File: src/aid_pkg.sv
// Package for the activity/inactivity detector: register map, fields,
// reset values and timing counts.
// Assumes a 250 MHz system clock and AXI4-Lite register access.
`default_nettype none
package aid_pkg;
  // Register byte offsets
  localparam logic [7:0] ACCEL_CONTROL_OFS   = 8'h00;
  localparam logic [7:0] DETECT_CFG_ZERO_OFS = 8'h04;
  localparam logic [7:0] DETECT_CFG_TWO_OFS  = 8'h08;
  localparam logic [7:0] MOTION_THS_OFS      = 8'h0C;
  localparam logic [7:0] MOTION_DUR_OFS      = 8'h10;
  localparam logic [7:0] PIN_A_ROUTING_OFS   = 8'h14;
  localparam logic [7:0] PIN_B_ROUTING_OFS   = 8'h18;
  localparam logic [7:0] MOTION_SOURCE_OFS   = 8'h1C;
  localparam logic [7:0] COMBINED_SOURCE_OFS = 8'h20;
  localparam logic [7:0] IRQ_STATUS_OFS      = 8'h24;
  localparam logic [7:0] IRQ_MASK_OFS        = 8'h28;
  // Field positions
  localparam int ACCEL_RATE_LSB     = 4;  // accel_output_rate [7:4]
  localparam int FILTER_SELECT_BIT  = 4;  // in detect_config_zero
  localparam int STATE_ON_PIN_BIT   = 5;  // in detect_config_zero
  localparam int LATCH_IRQ_BIT      = 0;  // in detect_config_zero
  localparam int GLOBAL_IRQ_BIT     = 7;  // in detect_config_two
  localparam int INACT_MODE_LSB     = 5;  // inactivity_mode [6:5]
  localparam int THRESHOLD_LSB      = 0;  // motion_threshold [5:0]
  localparam int WEIGHT_BIT         = 4;  // in motion_duration_reg
  localparam int INACT_DUR_LSB      = 0;  // inactive_duration [3:0]
  localparam int ACT_DUR_LSB        = 5;  // active_duration [6:5]
  localparam int ROUTE_CHANGE_BIT   = 7;  // in pin routing regs
  localparam int SRC_STATE_BIT      = 4;  // sleep state in source reg
  localparam int SRC_CHANGE_BIT     = 5;  // change flag in source reg
  // Reset values
  localparam logic [7:0] CFG_RESET  = 8'h00;
  // Rates and durations
  localparam logic [3:0] RATE_LOW_POWER = 4'h1;  // 12.5 Hz code
  localparam int INACT_UNIT        = 512;
  localparam int INACT_ZERO_TICKS  = 16;
  // Gyro power states
  typedef enum logic [1:0] {
    AID_GYRO_ON, AID_GYRO_SLEEP, AID_GYRO_OFF
  } aid_gyro_e;
endpackage
`default_nettype wire

File: src/aid_detector.sv
// Activity/inactivity detector top: registers, threshold compare,
// duration counting, rate override and the two interrupt pins.
// Assumes filtered samples arrive with a one-cycle sample tick.
//
// Behaviour
// - Inactivity overrides accel rate, register kept
// - Activity restores accel settings and gyro
// - Global enable plus mode; 00 is stationary
// - Modes 01/10/11: gyro unchanged/sleep/off
// - Filter select: 0 slope, 1 high-pass
// - Six-bit threshold, weight scales LSB
// - Compare magnitude of signed filtered data
// - Inactive duration in 512-tick steps, zero means 16
// - Change pulse one sample on inactivity
// - Activity duration in ticks, zero one sample
// - Change pulse one sample on activity
// - Change routable per pin, readable twice
// - Pulsed flag, latched with latch and route unless state-on-pin
// - Sleep state bit shows current state
// - State-on-pin puts level on pins
// - Stationary mode changes no power state
//
// The AXI4-Lite slave port and the address map are this design's own decisions.
`default_nettype none
module aid_detector
  import aid_pkg::*;
(
  // Clock and reset
  input  wire logic        CLK,
  input  wire logic        RST_N,
  // Filtered sample inputs, signed 16-bit per axis
  input  wire logic        SAMPLE_TICK,
  input  wire logic [15:0] SLOPE_X,
  input  wire logic [15:0] SLOPE_Y,
  input  wire logic [15:0] SLOPE_Z,
  input  wire logic [15:0] HPF_X,
  input  wire logic [15:0] HPF_Y,
  input  wire logic [15:0] HPF_Z,
  // Power control outputs
  output logic [3:0]       ACCEL_RATE_EFF,
  output logic             ACCEL_LOW_POWER,
  output aid_pkg::aid_gyro_e GYRO_MODE,
  output logic             SLEEP_STATE,
  // Interrupt pins
  output logic             IRQ_PIN_A,
  output logic             IRQ_PIN_B,
  output logic             IRQ,
  // AXI4-Lite slave
  input  wire logic [7:0]  S_AWADDR,
  input  wire logic        S_AWVALID,
  output logic             S_AWREADY,
  input  wire logic [31:0] S_WDATA,
  input  wire logic [3:0]  S_WSTRB,
  input  wire logic        S_WVALID,
  output logic             S_WREADY,
  output logic [1:0]       S_BRESP,
  output logic             S_BVALID,
  input  wire logic        S_BREADY,
  input  wire logic [7:0]  S_ARADDR,
  input  wire logic        S_ARVALID,
  output logic             S_ARREADY,
  output logic [31:0]      S_RDATA,
  output logic [1:0]       S_RRESP,
  output logic             S_RVALID,
  input  wire logic        S_RREADY
);
  typedef struct packed {
    logic [7:0]  accel_control;
    logic [7:0]  cfg_zero;
    logic [7:0]  cfg_two;
    logic [7:0]  ths;
    logic [7:0]  dur;
    logic [7:0]  route_a;
    logic [7:0]  route_b;
    logic [1:0]  irq_sts;
    logic [1:0]  irq_msk;
    logic        inactive;
    logic [12:0] quiet_cnt;
    logic [1:0]  act_cnt;
    logic        change_pulse;
    logic        change_latch;
    logic        pin_a;
    logic        pin_b;
  } aid_state_s;
  aid_state_s reg_ff, nxt_reg;

  logic        wr_stb;
  logic [7:0]  wr_addr;
  logic [7:0]  wr_data;
  logic        wr_ok;
  logic        rd_stb;
  logic [7:0]  rd_addr;
  logic [7:0]  rd_data;
  logic        rd_ok;

  aid_axil u_axil (
    .CLK       (CLK),
    .RST_N     (RST_N),
    .s_awaddr  (S_AWADDR),
    .s_awvalid (S_AWVALID),
    .s_awready (S_AWREADY),
    .s_wdata   (S_WDATA),
    .s_wstrb   (S_WSTRB),
    .s_wvalid  (S_WVALID),
    .s_wready  (S_WREADY),
    .s_bresp   (S_BRESP),
    .s_bvalid  (S_BVALID),
    .s_bready  (S_BREADY),
    .s_araddr  (S_ARADDR),
    .s_arvalid (S_ARVALID),
    .s_arready (S_ARREADY),
    .s_rdata   (S_RDATA),
    .s_rresp   (S_RRESP),
    .s_rvalid  (S_RVALID),
    .s_rready  (S_RREADY),
    .wr_stb    (wr_stb),
    .wr_addr   (wr_addr),
    .wr_data   (wr_data),
    .wr_ok     (wr_ok),
    .rd_stb    (rd_stb),
    .rd_addr   (rd_addr),
    .rd_data   (rd_data),
    .rd_ok     (rd_ok)
  );

  // Configuration fields
  logic       global_irq_enable;
  logic [1:0] inactivity_mode;
  logic       filter_select;
  logic       latch_irq_enable;
  logic       state_on_pin;
  logic [5:0] motion_threshold;
  logic       threshold_weight;
  logic [3:0] inactive_duration;
  logic [1:0] active_duration;
  logic       route_change_pin_a;
  logic       route_change_pin_b;
  logic [3:0] accel_output_rate;
  logic       func_on;
  logic       latched_mode;

  assign global_irq_enable  = reg_ff.cfg_two[GLOBAL_IRQ_BIT];
  assign inactivity_mode    = reg_ff.cfg_two[INACT_MODE_LSB +: 2];
  assign filter_select      = reg_ff.cfg_zero[FILTER_SELECT_BIT];
  assign latch_irq_enable   = reg_ff.cfg_zero[LATCH_IRQ_BIT];
  assign state_on_pin       = reg_ff.cfg_zero[STATE_ON_PIN_BIT];
  assign motion_threshold   = reg_ff.ths[THRESHOLD_LSB +: 6];
  assign threshold_weight   = reg_ff.dur[WEIGHT_BIT];
  assign inactive_duration  = reg_ff.dur[INACT_DUR_LSB +: 4];
  assign active_duration    = reg_ff.dur[ACT_DUR_LSB +: 2];
  assign route_change_pin_a = reg_ff.route_a[ROUTE_CHANGE_BIT];
  assign route_change_pin_b = reg_ff.route_b[ROUTE_CHANGE_BIT];
  assign accel_output_rate  = reg_ff.accel_control[ACCEL_RATE_LSB +: 4];
  assign func_on = global_irq_enable;
  assign latched_mode = latch_irq_enable && !state_on_pin &&
                        (route_change_pin_a || route_change_pin_b);

  // Threshold compare on all three axes
  logic [15:0] ths_val;
  logic [2:0]  over;
  logic [15:0] axis_val [3];
  assign axis_val[0] = filter_select ? HPF_X : SLOPE_X;
  assign axis_val[1] = filter_select ? HPF_Y : SLOPE_Y;
  assign axis_val[2] = filter_select ? HPF_Z : SLOPE_Z;
  // threshold weight: full scale is 2^15, LSB is 2^9 or 2^7
  assign ths_val = threshold_weight ? {3'b000, motion_threshold, 7'h00}
                                    : {1'b0, motion_threshold, 9'h000};
  genvar gi;
  generate
    for (gi = 0; gi < 3; gi++) begin : g_axis
      logic [15:0] mag;
      assign mag = axis_val[gi][15] ? 16'(-axis_val[gi]) : axis_val[gi];
      assign over[gi] = mag > ths_val;
    end
  endgenerate

  // Inactivity duration target in ticks
  logic [12:0] quiet_target;
  assign quiet_target = (inactive_duration == 4'h0) ?
                        13'(INACT_ZERO_TICKS) :
                        13'(INACT_UNIT * inactive_duration);

  // Register read decode
  always_comb begin
    rd_ok   = 1'b1;
    rd_data = 8'h00;
    case (rd_addr)
      ACCEL_CONTROL_OFS:   rd_data = reg_ff.accel_control;
      DETECT_CFG_ZERO_OFS: rd_data = reg_ff.cfg_zero;
      DETECT_CFG_TWO_OFS:  rd_data = reg_ff.cfg_two;
      MOTION_THS_OFS:      rd_data = reg_ff.ths;
      MOTION_DUR_OFS:      rd_data = reg_ff.dur;
      PIN_A_ROUTING_OFS:   rd_data = reg_ff.route_a;
      PIN_B_ROUTING_OFS:   rd_data = reg_ff.route_b;
      MOTION_SOURCE_OFS: begin
        rd_data[SRC_STATE_BIT]  = reg_ff.inactive;
        rd_data[SRC_CHANGE_BIT] = reg_ff.change_pulse || reg_ff.change_latch;
      end
      COMBINED_SOURCE_OFS: begin
        rd_data[SRC_CHANGE_BIT] = reg_ff.change_pulse || reg_ff.change_latch;
      end
      IRQ_STATUS_OFS:      rd_data = {6'h00, reg_ff.irq_sts};
      IRQ_MASK_OFS:        rd_data = {6'h00, reg_ff.irq_msk};
      default:             rd_ok = 1'b0;
    endcase
  end

  // Write address check
  always_comb begin
    case (wr_addr)
      ACCEL_CONTROL_OFS, DETECT_CFG_ZERO_OFS, DETECT_CFG_TWO_OFS,
      MOTION_THS_OFS, MOTION_DUR_OFS, PIN_A_ROUTING_OFS,
      PIN_B_ROUTING_OFS, IRQ_STATUS_OFS, IRQ_MASK_OFS: wr_ok = 1'b1;
      default: wr_ok = 1'b0;
    endcase
  end

  // Next-state logic
  logic go_inactive;
  logic go_active;
  logic src_read;
  always_comb begin
    nxt_reg     = reg_ff;
    go_inactive = 1'b0;
    go_active   = 1'b0;
    src_read    = rd_stb && (rd_addr == MOTION_SOURCE_OFS ||
                             rd_addr == COMBINED_SOURCE_OFS);
    // Register writes
    if (wr_stb) begin
      case (wr_addr)
        ACCEL_CONTROL_OFS:   nxt_reg.accel_control = wr_data;
        DETECT_CFG_ZERO_OFS: nxt_reg.cfg_zero = wr_data;
        DETECT_CFG_TWO_OFS:  nxt_reg.cfg_two  = wr_data;
        MOTION_THS_OFS:      nxt_reg.ths      = wr_data;
        MOTION_DUR_OFS:      nxt_reg.dur      = wr_data;
        PIN_A_ROUTING_OFS:   nxt_reg.route_a  = wr_data;
        PIN_B_ROUTING_OFS:   nxt_reg.route_b  = wr_data;
        IRQ_STATUS_OFS:      nxt_reg.irq_sts = reg_ff.irq_sts & ~wr_data[1:0];
        IRQ_MASK_OFS:        nxt_reg.irq_msk  = wr_data[1:0];
        default:             nxt_reg.irq_msk  = reg_ff.irq_msk;
      endcase
    end
    if (src_read) begin
      nxt_reg.change_latch = 1'b0;
    end
    if (!func_on) begin
      nxt_reg.inactive     = 1'b0;
      nxt_reg.quiet_cnt    = '0;
      nxt_reg.act_cnt      = '0;
      nxt_reg.change_pulse = 1'b0;
    end else if (SAMPLE_TICK) begin
      nxt_reg.change_pulse = 1'b0;
      if (!reg_ff.inactive) begin
        if (|over) begin
          nxt_reg.quiet_cnt = '0;
        end else if (reg_ff.quiet_cnt + 13'd1 >= quiet_target) begin
          go_inactive       = 1'b1;
          nxt_reg.quiet_cnt = '0;
        end else begin
          nxt_reg.quiet_cnt = reg_ff.quiet_cnt + 13'd1;
        end
      end else begin
        if (!(|over)) begin
          nxt_reg.act_cnt = '0;
        end else if (reg_ff.act_cnt >= active_duration) begin
          go_active       = 1'b1;
          nxt_reg.act_cnt = '0;
        end else begin
          nxt_reg.act_cnt = reg_ff.act_cnt + 2'd1;
        end
      end
    end
    if (go_inactive || go_active) begin
      nxt_reg.inactive     = go_inactive;
      nxt_reg.change_pulse = 1'b1;
      nxt_reg.irq_sts[0]   = nxt_reg.irq_sts[0] | go_inactive;
      nxt_reg.irq_sts[1]   = nxt_reg.irq_sts[1] | go_active;
      if (latched_mode) begin
        nxt_reg.change_latch = 1'b1;
      end
    end
    if (state_on_pin) begin
      nxt_reg.pin_a = route_change_pin_a && nxt_reg.inactive;
      nxt_reg.pin_b = route_change_pin_b && nxt_reg.inactive;
    end else begin
      nxt_reg.pin_a = route_change_pin_a &&
                      (nxt_reg.change_pulse || nxt_reg.change_latch);
      nxt_reg.pin_b = route_change_pin_b &&
                      (nxt_reg.change_pulse || nxt_reg.change_latch);
    end
  end

  // State register; configuration bytes start at their reset value
  always_ff @(posedge CLK) begin
    if (!RST_N) begin
      reg_ff               <= '0;
      reg_ff.accel_control <= CFG_RESET;
      reg_ff.cfg_zero      <= CFG_RESET;
      reg_ff.cfg_two       <= CFG_RESET;
      reg_ff.ths           <= CFG_RESET;
      reg_ff.dur           <= CFG_RESET;
      reg_ff.route_a       <= CFG_RESET;
      reg_ff.route_b       <= CFG_RESET;
    end else begin
      reg_ff <= nxt_reg;
    end
  end

  // Power control: override only with a rate mode
  logic power_save;
  assign power_save = reg_ff.inactive && (inactivity_mode != 2'b00);
  always_comb begin
    ACCEL_RATE_EFF  = power_save ? RATE_LOW_POWER : accel_output_rate;
    ACCEL_LOW_POWER = power_save;
    GYRO_MODE       = AID_GYRO_ON;
    if (power_save) begin
      case (inactivity_mode)
        2'b10:   GYRO_MODE = AID_GYRO_SLEEP;
        2'b11:   GYRO_MODE = AID_GYRO_OFF;
        default: GYRO_MODE = AID_GYRO_ON;
      endcase
    end
  end

  // Outputs
  assign SLEEP_STATE = reg_ff.inactive;
  assign IRQ_PIN_A   = reg_ff.pin_a;
  assign IRQ_PIN_B   = reg_ff.pin_b;
  assign IRQ         = |(reg_ff.irq_sts & reg_ff.irq_msk);
endmodule
`default_nettype wire

File: src/aid_axil.sv
// AXI4-Lite slave front end: turns bus transfers into one-cycle register
// write and read strobes.
// Assumes one clock, synchronous active-low reset, single outstanding ops.
`default_nettype none
module aid_axil (
  // Clock and reset
  input  wire logic        CLK,
  input  wire logic        RST_N,
  // AXI4-Lite slave
  input  wire logic [7:0]  s_awaddr,
  input  wire logic        s_awvalid,
  output logic             s_awready,
  input  wire logic [31:0] s_wdata,
  input  wire logic [3:0]  s_wstrb,
  input  wire logic        s_wvalid,
  output logic             s_wready,
  output logic [1:0]       s_bresp,
  output logic             s_bvalid,
  input  wire logic        s_bready,
  input  wire logic [7:0]  s_araddr,
  input  wire logic        s_arvalid,
  output logic             s_arready,
  output logic [31:0]      s_rdata,
  output logic [1:0]       s_rresp,
  output logic             s_rvalid,
  input  wire logic        s_rready,
  // Register side
  output logic             wr_stb,
  output logic [7:0]       wr_addr,
  output logic [7:0]       wr_data,
  input  wire logic        wr_ok,
  output logic             rd_stb,
  output logic [7:0]       rd_addr,
  input  wire logic [7:0]  rd_data,
  input  wire logic        rd_ok
);
  typedef struct packed {
    logic        aw_got;
    logic        w_got;
    logic [7:0]  awaddr;
    logic [7:0]  wdata;
    logic        wlane;
    logic        bvalid;
    logic [1:0]  bresp;
    logic        rvalid;
    logic [1:0]  rresp;
    logic [31:0] rdata;
  } aid_axil_s;
  aid_axil_s reg_ff, nxt_reg;

  // Handshake readies and strobes
  assign s_awready = !reg_ff.aw_got && !reg_ff.bvalid;
  assign s_wready  = !reg_ff.w_got && !reg_ff.bvalid;
  assign s_arready = !reg_ff.rvalid;
  assign wr_stb  = reg_ff.aw_got && reg_ff.w_got && reg_ff.wlane;
  assign wr_addr = reg_ff.awaddr;
  assign wr_data = reg_ff.wdata;
  assign rd_stb  = s_arvalid && s_arready;
  assign rd_addr = s_araddr;
  assign s_bvalid = reg_ff.bvalid;
  assign s_bresp  = reg_ff.bresp;
  assign s_rvalid = reg_ff.rvalid;
  assign s_rresp  = reg_ff.rresp;
  assign s_rdata  = reg_ff.rdata;

  // Next-state logic
  always_comb begin
    nxt_reg = reg_ff;
    if (s_awvalid && s_awready) begin
      nxt_reg.aw_got = 1'b1;
      nxt_reg.awaddr = s_awaddr;
    end
    if (s_wvalid && s_wready) begin
      nxt_reg.w_got = 1'b1;
      nxt_reg.wdata = s_wdata[7:0];
      nxt_reg.wlane = s_wstrb[0];
    end
    if (reg_ff.aw_got && reg_ff.w_got) begin
      nxt_reg.aw_got = 1'b0;
      nxt_reg.w_got  = 1'b0;
      nxt_reg.bvalid = 1'b1;
      nxt_reg.bresp  = wr_ok ? 2'b00 : 2'b10;
    end
    if (reg_ff.bvalid && s_bready) begin
      nxt_reg.bvalid = 1'b0;
    end
    if (rd_stb) begin
      nxt_reg.rvalid = 1'b1;
      nxt_reg.rdata  = {24'h00_0000, rd_data};
      nxt_reg.rresp  = rd_ok ? 2'b00 : 2'b10;
    end else if (reg_ff.rvalid && s_rready) begin
      nxt_reg.rvalid = 1'b0;
    end
  end

  // State register
  always_ff @(posedge CLK) begin
    if (!RST_N) begin
      reg_ff <= '0;
    end else begin
      reg_ff <= nxt_reg;
    end
  end
endmodule
`default_nettype wire

File: config.mk
export PLATFORM = sky130hd
export DESIGN_NAME = aid_detector
export DESIGN_NICKNAME = d
export VERILOG_FILES = /design/src/aid_pkg.sv /design/src/aid_detector.sv /design/src/aid_axil.sv
export SDC_FILE = /design/constraint.sdc
export NUM_CORES = 1
export LEC_CHECK = 0
export CAP_MARGIN = 40
export CORE_ASPECT_RATIO = 0.75
export CORE_MARGIN = 1.5
export CORE_UTILIZATION = 49
export CTS_BUF_LIST = sky130_fd_sc_hd__clkbuf_8
export DETAILED_ROUTE_END_ITERATION = 6
export DONT_BUFFER_PORTS = 1
export GPL_TIMING_DRIVEN = 0
export PLACE_DENSITY = 0.76
export SETUP_SLACK_MARGIN = 0.05
export SLEW_MARGIN = 0
export SYNTH_ARGS = -nofsm -noshare
export SYNTH_HDL_FRONTEND = slang
export SYNTH_SLANG_ARGS = --single-unit
File: constraint.sdc
create_clock -name CLK -period 7.3 [get_ports CLK]
set_input_delay 0.73 -clock CLK [delete_from_list [all_inputs] [get_ports CLK]]
set_output_delay 0.73 -clock CLK [all_outputs]
set_load 0.005 [all_outputs]
==> summary.md, run 1 <==
| Metric | Value |
|---|---|
| Status | `completed` |
| Die width | `149 um` |
| TNS Setup | `0 ns` |
| Post-synth EDFFs | `0` |
| Largest net degree at the start of global routing | `22` |
| I/O Buffers | `0` |
| RSZ-0062 raised after global routing | `false` |
| Met2 GRT Util | `39.9%` |
| Final ANT Viol Nets | `0` |
| Final-layout fill cell count | `1500` |
| GRT Overall Usage | `26.8%` |
| CTS tree | `done` |
| Ys flop type | `dfxtp_1` |
| Gr ovfl total | `0` |
| Period minus WS final | `6.84 ns` |
| Power density over the cells | `144 mW/mm^2` |
| Required time of the worst setup path | `7.55 ns` |
| Setup crit start kind | `register` |
| Tcrit/Tclk final | `93.7%` |
| Biggest area consumer among synthesized cells | `dfxtp_1` |
| Starting Density | `50.8%` |
| Clock sinks | `111` |
| N_diodes | `0` |
| Initial antenna violation count | `0` |
| Max-cap check violation count | `0` |
| Worst vdd ir | `0.0000933 V` |
| Data arrival time of the worst path | `7.10 ns` |
| Achievable Freq | `146 MHz` |
| Sequence of cells on the critical path | `buf_4 -> buf_6 -> buf_2 -> buf_1 -> clkbuf_2 -> clkbuf_1 -> mux2i_1 -> ha_1 -> nand3_1 -> nor2_1 -> o21a_1 -> a31oi_1 -> xnor2_1 -> ha_1 -> and3_1 -> a211oi_1 -> a211oi_1 -> nor4_1 -> o21ai_1 -> or3_1 -> clkbuf_1 -> a21oi_1 -> a311oi_1` |
| Yosys warnings | `0` |
| FFs w/ async S/R, synth | `0%` |
| Routability cong. | `0.935` |
| Top-area cell type share of the netlist area | `28.4%` |
| Final setup vio count | `0` |
| Final wirelength | `22600 um` |
| GR peak layer | `met2` |
| DR pass1 iterations | `7` |
| Final nets | `1198` |
| Final Skew | `0.0195 ns` |
| Latest clock arrival within the worst-skew pair | `0.40 ns` |
| Critical Setup Path Class | `reg2reg` |
| Area contributors post-synth | `dfxtp_1, mux2i_1, nor2_1, ha_1, nand2_1` |
| Core ar. | `0.0154 mm^2` |
| Min-Delay Path Class | `in2reg` |
| Die H | `112 um` |
| CP endpoint kind | `register` |
| DRT iter0 DRCs | `697` |
| Met3 Use GR | `6.67%` |
| Row count | `39` |
| Final HPWL DP | `17200 um` |
| Synthesized area | `0.00783 mm^2` |
| Max incr delay on CP | `0.65 ns` |
| Drt drc | `0` |
| First-pass GRT wire length | `35600 um` |
| Final Hold Vio Count | `0` |
| Worst Tran Pin Value | `0.989 ns` |
| IO Pins | `208` |
| Lkg Pwr | `3.01 nW` |
| WL per Instance | `18.6 um` |
| CTS H-tree lvls | `3` |
| Synth unique cells | `69` |
| Slew Limit Fails | `0` |
| Slew HR | `33.9%` |
| Post-Syn Instances | `968` |
| CP max-delay cell | `clkbuf_1` |
| Synth-to-Final Area Change | `7.62%` |
| Seq/Total Area, Yosys | `28.4%` |
| Synth Register Bits | `111` |
| CP max FO | `10` |
| Met1 usage | `38.9%` |
| Root Buffer | `clkbuf_8` |
| Num CTS Buffers | `9` |
| Die area | `0.0168 mm^2` |
| Power consumption | `1.21 mW` |
| Clock Tree Buf Depth | `2` |
| Synthesized area per cell | `8.09 um^2` |
| Vias in the first global route | `6730` |
| Worst-path clk slew | `0.12 ns` |
| Via count | `7422` |
| Via-per-instance ratio | `6.10` |
| Share of layout cells above drive strength 1 | `9.19%` |
synthesized netlist by cell type (4+ instances only):
| master | count |
|---|---|
| o211ai_1 | 7 |
| a222oi_1 | 4 |
| and2_1 | 11 |
| o21a_1 | 5 |
| nand2_1 | 86 |
| a21oi_1 | 59 |
| a21o_1 | 10 |
| nor2b_1 | 8 |
| buf_2 | 4 |
| nor4_1 | 15 |
| inv_1 | 22 |
| buf_4 | 39 |
| xnor2_1 | 19 |
| or4_1 | 5 |
| nor4b_1 | 9 |
| nor3_1 | 17 |
| a22oi_1 | 25 |
| o21ai_0 | 30 |
| mux2_2 | 7 |
| buf_1 | 10 |
| nand3_1 | 22 |
| nor3b_1 | 9 |
| a31oi_1 | 14 |
| nand2b_1 | 19 |
| clkbuf_1 | 26 |
| dfxtp_1 | 111 |
| or2_2 | 7 |
| mux2i_1 | 107 |
| a211oi_1 | 7 |
| o32a_1 | 4 |
| xor2_1 | 16 |
| nor2_1 | 125 |
| and3_1 | 11 |
| o22ai_1 | 4 |
| ha_1 | 35 |
| nand4_1 | 5 |
state kept, by name, indices dropped and copies added, names as in the netlist, 2 cells and up:
signal / flops
accel_output_rate: 4
active_duration: 2
inactive_duration: 4
inactivity_mode: 2
motion_threshold: 6
reg_ff: 56
u_axil.reg_ff: 3
u_axil.s_rdata: 8
u_axil.wr_addr: 8
u_axil.wr_data: 8
area by class of cell:
cell class                      count  area [um^2]  area share (%)
Clock inverter                      7         98.8            1.17
Buffer                             81          472            5.60
Tap cell                          205          256            3.04
Timing Repair Buffer                3         22.5           0.267
Inverter                           23         86.3            1.02
Multi-Input combinational cell    778         5150            61.1
Clock buffer                        9          124            1.47
Sequential cell                   111         2220            26.4
worst max-delay path: cells and delay by family, from the launching register on:
family	cells	cell delay [ns]
buffers and inverters	7	2.67
AOI/OAI and AO/OA	7	1.36
and+or+nand+nor	5	1.08
adders and majority gates	2	0.57
DFF	1	0.48
muxes	1	0.28
xor gates and xnor gates	1	0.22
final timing paths:
kind | slack (ns) | depth (start not counted) | end | startpoint
setup reg to reg | 0.46 | 23 | IRQ_PIN_A | filter_select
hold reg to reg | 0.46 | 2 | u_axil.wr_addr[7] | u_axil.wr_addr[7]
hold / removal | 0.42 | 1 | u_axil.s_rvalid | S_RREADY
setup / recovery | 0.46 | 23 | IRQ_PIN_A | filter_select
metrics by stage:
step,std cells,instance area [um^2],utilization (%),setup slack (ns),hold slack [ns]
floorplan,993,7930,-,2.22,0.431
CTS,1217,8430,54.6,0.363,0.417
detailed placement,1201,8200,53.2,0.412,0.445
finish,1217,8430,54.7,0.456,0.417
global placement,1198,8180,53.1,0.517,0.439
global route,1217,8430,54.7,0.152,0.402
per-layer routing:
metal / share of wire [%] / routed length, um
met5: 0 / 0
met4: 1.5 / 333
met3: 11 / 2470
met2: 43 / 9620
met1: 45 / 10200
power breakdown:
part	switching (mW)	internal [mW]
registers	0.00562	0.615
clock network	0.243	0.169
logic	0.110	0.0734
total	0.358	0.857
layout by cell type, fill, tap and decap left out, types with 7 or more instances in the layout:
cell type	count
a211oi_1	7
a21o_1	10
a21oi_1	59
a22oi_1	25
a31oi_1	14
and2_1	11
and3_1	11
buf_1	9
buf_4	42
clkbuf_1	26
clkbuf_8	9
conb_1	26
dfxtp_1	111
ha_1	35
inv_1	22
mux2_2	7
mux2i_1	107
nand2_1	86
nand2b_1	19
nand3_1	22
nor2_1	125
nor2b_1	8
nor3_1	17
nor3b_1	9
nor4_1	15
nor4b_1	9
o211ai_1	7
o21ai_0	30
or2_2	7
xnor2_1	19
xor2_1	16
logic make-up after synthesis:
logic type	share of synthesized area, %
flops	28.4
simple gates	22.7
other cells	0.0479
fa+ha+maj	5.59
compound gates	17.3
xor+xnor	3.91
mux	15.0
buf+inv	7.11
timing repair:
item	4_1_cts	5_1_grt
buffers inserted	0	0
hold buffers	0	0
endpoints found under the setup margin	0	5
gates resized for setup	0	1
Power figures use the tool's default switching activity.
==> run 2: changes to the inputs <==
--- a/config.mk
+++ b/config.mk
@@ -6,7 +6,7 @@
 export NUM_CORES = 1
 export LEC_CHECK = 0
 export CAP_MARGIN = 40
-export CORE_ASPECT_RATIO = 0.75
+export CORE_ASPECT_RATIO = 2
 export CORE_MARGIN = 1.5
 export CORE_UTILIZATION = 49
 export CTS_BUF_LIST = sky130_fd_sc_hd__clkbuf_8
@@ -14,6 +14,7 @@
 export DONT_BUFFER_PORTS = 1
 export GPL_TIMING_DRIVEN = 0
 export PLACE_DENSITY = 0.76
+export REMOVE_ABC_BUFFERS = 1
 export SETUP_SLACK_MARGIN = 0.05
 export SLEW_MARGIN = 0
 export SYNTH_ARGS = -nofsm -noshare
==> run 2 against run 1 <==
Register-to-register slack better by 1.6 ns. Via count is 7.7% lower. Largest power group unchanged. Combinational power is 17% lower. Maximum frequency is 29% higher. Clock skew is 0.0026 ns lower.
==> summary.md, run 2 (synthesis results as in run 1) <==
| Metric | Value |
|---|---|
| Lkg Pwr | `2.73 nW` |
| Gr ovfl total | `0` |
| Area after DPL | `0.00780 mm^2` |
| Max-cap check violation count | `0` |
| Routability cong. | `0.894` |
| First-pass GRT wire length | `32100 um` |
| Final HPWL DP | `16300 um` |
| GRT Overall Usage | `24.2%` |
| Final Skew | `0.0169 ns` |
| Sequence of cells on the critical path | `buf_16 -> nor4b_1 -> o221ai_1 -> or2_2 -> o21ai_0 -> xor2_1 -> ha_1 -> a21o_1 -> a211oi_1 -> a211oi_1 -> nor4_1 -> o21ai_1 -> nor4b_4 -> a31oi_1 -> a31oi_1` |
| Clock sinks | `111` |
| Final ANT Viol Nets | `0` |
| CTS H-tree lvls | `3` |
| CP endpoint kind | `register` |
| Max incr delay on CP | `0.81 ns` |
| Tcrit/Tclk final | `72.4%` |
| CTS tree | `done` |
| Status | `completed` |
| R2r startpoint | `filter_select` |
| Worst-path clk slew | `0.12 ns` |
| Worst Tran Pin Value | `0.892 ns` |
| Drt drc | `0` |
| Initial antenna violation count | `0` |
| Root Buffer | `clkbuf_8` |
| Die area | `0.0168 mm^2` |
| CP max-delay cell | `nor4b_4` |
| I/O Buffers | `0` |
| Starting Density | `49.9%` |
| Share of layout cells above drive strength 1 | `5.35%` |
| Via count | `6853` |
| Hold Crit Depth | `1` |
| TNS Setup | `0 ns` |
| Clock Tree Buf Depth | `2` |
| IO Pins | `208` |
| Die H | `182 um` |
| Worst r2r path cells | `15` |
| Core ar. | `0.0157 mm^2` |
| Final wirelength | `20600 um` |
| Largest net degree at the start of global routing | `84` |
| Period minus WS final | `5.29 ns` |
| Hold endpoint | `u_axil.s_rvalid` |
| Biggest register | `reg_ff` |
| Setup Fix Bufs, Post-CTS | `0` |
| DR pass1 iterations | `6` |
| CP max FO | `83` |
| Power density over the cells | `143 mW/mm^2` |
| Storage cell area | `0.00223 mm^2` |
| Final nets | `1120` |
| Commonest non-fill, non-tap cells in the layout | `nor2_1, dfxtp_1, mux2i_1, nand2_1, a21oi_1` |
| Final instance area | `0.00798 mm^2` |
| Critical Setup Path Class | `reg2reg` |
| Via-per-instance ratio | `6.04` |
| Max reg flops | `56` |
| Min-Delay Path Class | `in2reg` |
| Cts repair resizes | `0` |
| Final-layout fill cell count | `1534` |
| Slew HR | `40.0%` |
| # hold bufs at CTS | `0` |
| Achievable Freq | `189 MHz` |
| R2R Path End | `reg_ff[8]` |
| Worst vdd ir | `0.0000811 V` |
| Data arrival time of the worst path | `5.61 ns` |
| R2R Setup Slk | `2.01 ns` |
| Die width | `92.4 um` |
| Synth-to-Final Area Change | `1.93%` |
| Required time of the worst setup path | `7.63 ns` |
| Num CTS Buffers | `9` |
| Vias in the first global route | `6676` |
| DRT iter0 DRCs | `415` |
| Multi-input gate area | `0.00515 mm^2` |
| Slew Limit Fails | `0` |
| Final setup vio count | `0` |
| WL per Instance | `18.2 um` |
| Final Hold Vio Count | `0` |
| N_diodes | `0` |
| Latest clock arrival within the worst-skew pair | `0.40 ns` |
| Row count | `65` |
| Commonest non-fill, non-tap cell in the layout | `nor2_1` |
| Setup crit start kind | `register` |
| RSZ-0062 raised after global routing | `false` |
| Worst hold start | `S_RREADY` |
run 2: final cells by class:
| type | instances | area share (%) |
|---|---|---|
| sequential | 111 | 27.9 |
| multi-input combinational | 778 | 64.5 |
| timing repair buffer | 6 | 1.11 |
| tap | 201 | 3.15 |
| inverter | 23 | 1.11 |
| clock buffer | 10 | 1.72 |
| clock inverter | 6 | 0.549 |
run 2: per-stage QoR:
stage | instances | worst slack (ns) | total power [mW] | hold WS [ns] | util, %
after global placement | 1113 | 0.0291 | 0.787 | 0.441 | 49.1
after CTS | 1135 | 2.07 | 1.14 | 0.404 | 50.9
after detailed placement | 1119 | 2.10 | 0.793 | 0.445 | 49.7
after global routing | 1135 | 1.73 | 1.19 | 0.404 | 50.9
after floorplan | 912 | 1.35 | 0.755 | 0.431 | -
final | 1135 | 2.01 | 1.14 | 0.409 | 50.9
run 2: worst max path at each step:
stage                   from         end  slack, ns  cells past startpoint
5_1_grt        filter_select   reg_ff[8]       1.73                     16
6_report       filter_select   reg_ff[8]       2.01                     15
4_1_cts        filter_select   reg_ff[8]       2.07                     15
3_5_place_dp   filter_select   reg_ff[8]       2.10                     15
3_3_place_gp   filter_select  reg_ff[11]       0.03                     14
2_1_floorplan  filter_select  reg_ff[11]       1.35                     14
run 2: worst max-delay path, delay by kind of cell (launching register included):
family                     cells  cell delay, ns
and+or+nand+nor                4            2.01
AOI/OAI and AO/OA              8            1.71
DFF                            1            0.53
buffers and inverters          1            0.34
adders and majority gates      1            0.30
xor gates and xnor gates       1            0.28
run 2: power by group:
part | switching (mW) | internal, mW
Clock | 0.226 | 0.136
Sequential | 0.0148 | 0.614
Combinational | 0.0900 | 0.0617
Total | 0.331 | 0.811
run 2: per-layer routing:
layer / part of all wire, % / GRT usage, % / vias up
li1: - / - / 3354
met1: 35 / 22.9 / 3203
met3: 5.2 / 4.23 / 49
met5: 0 / 0 / -
met4: 4.6 / 13.4 / 0
met2: 55 / 47.2 / 247
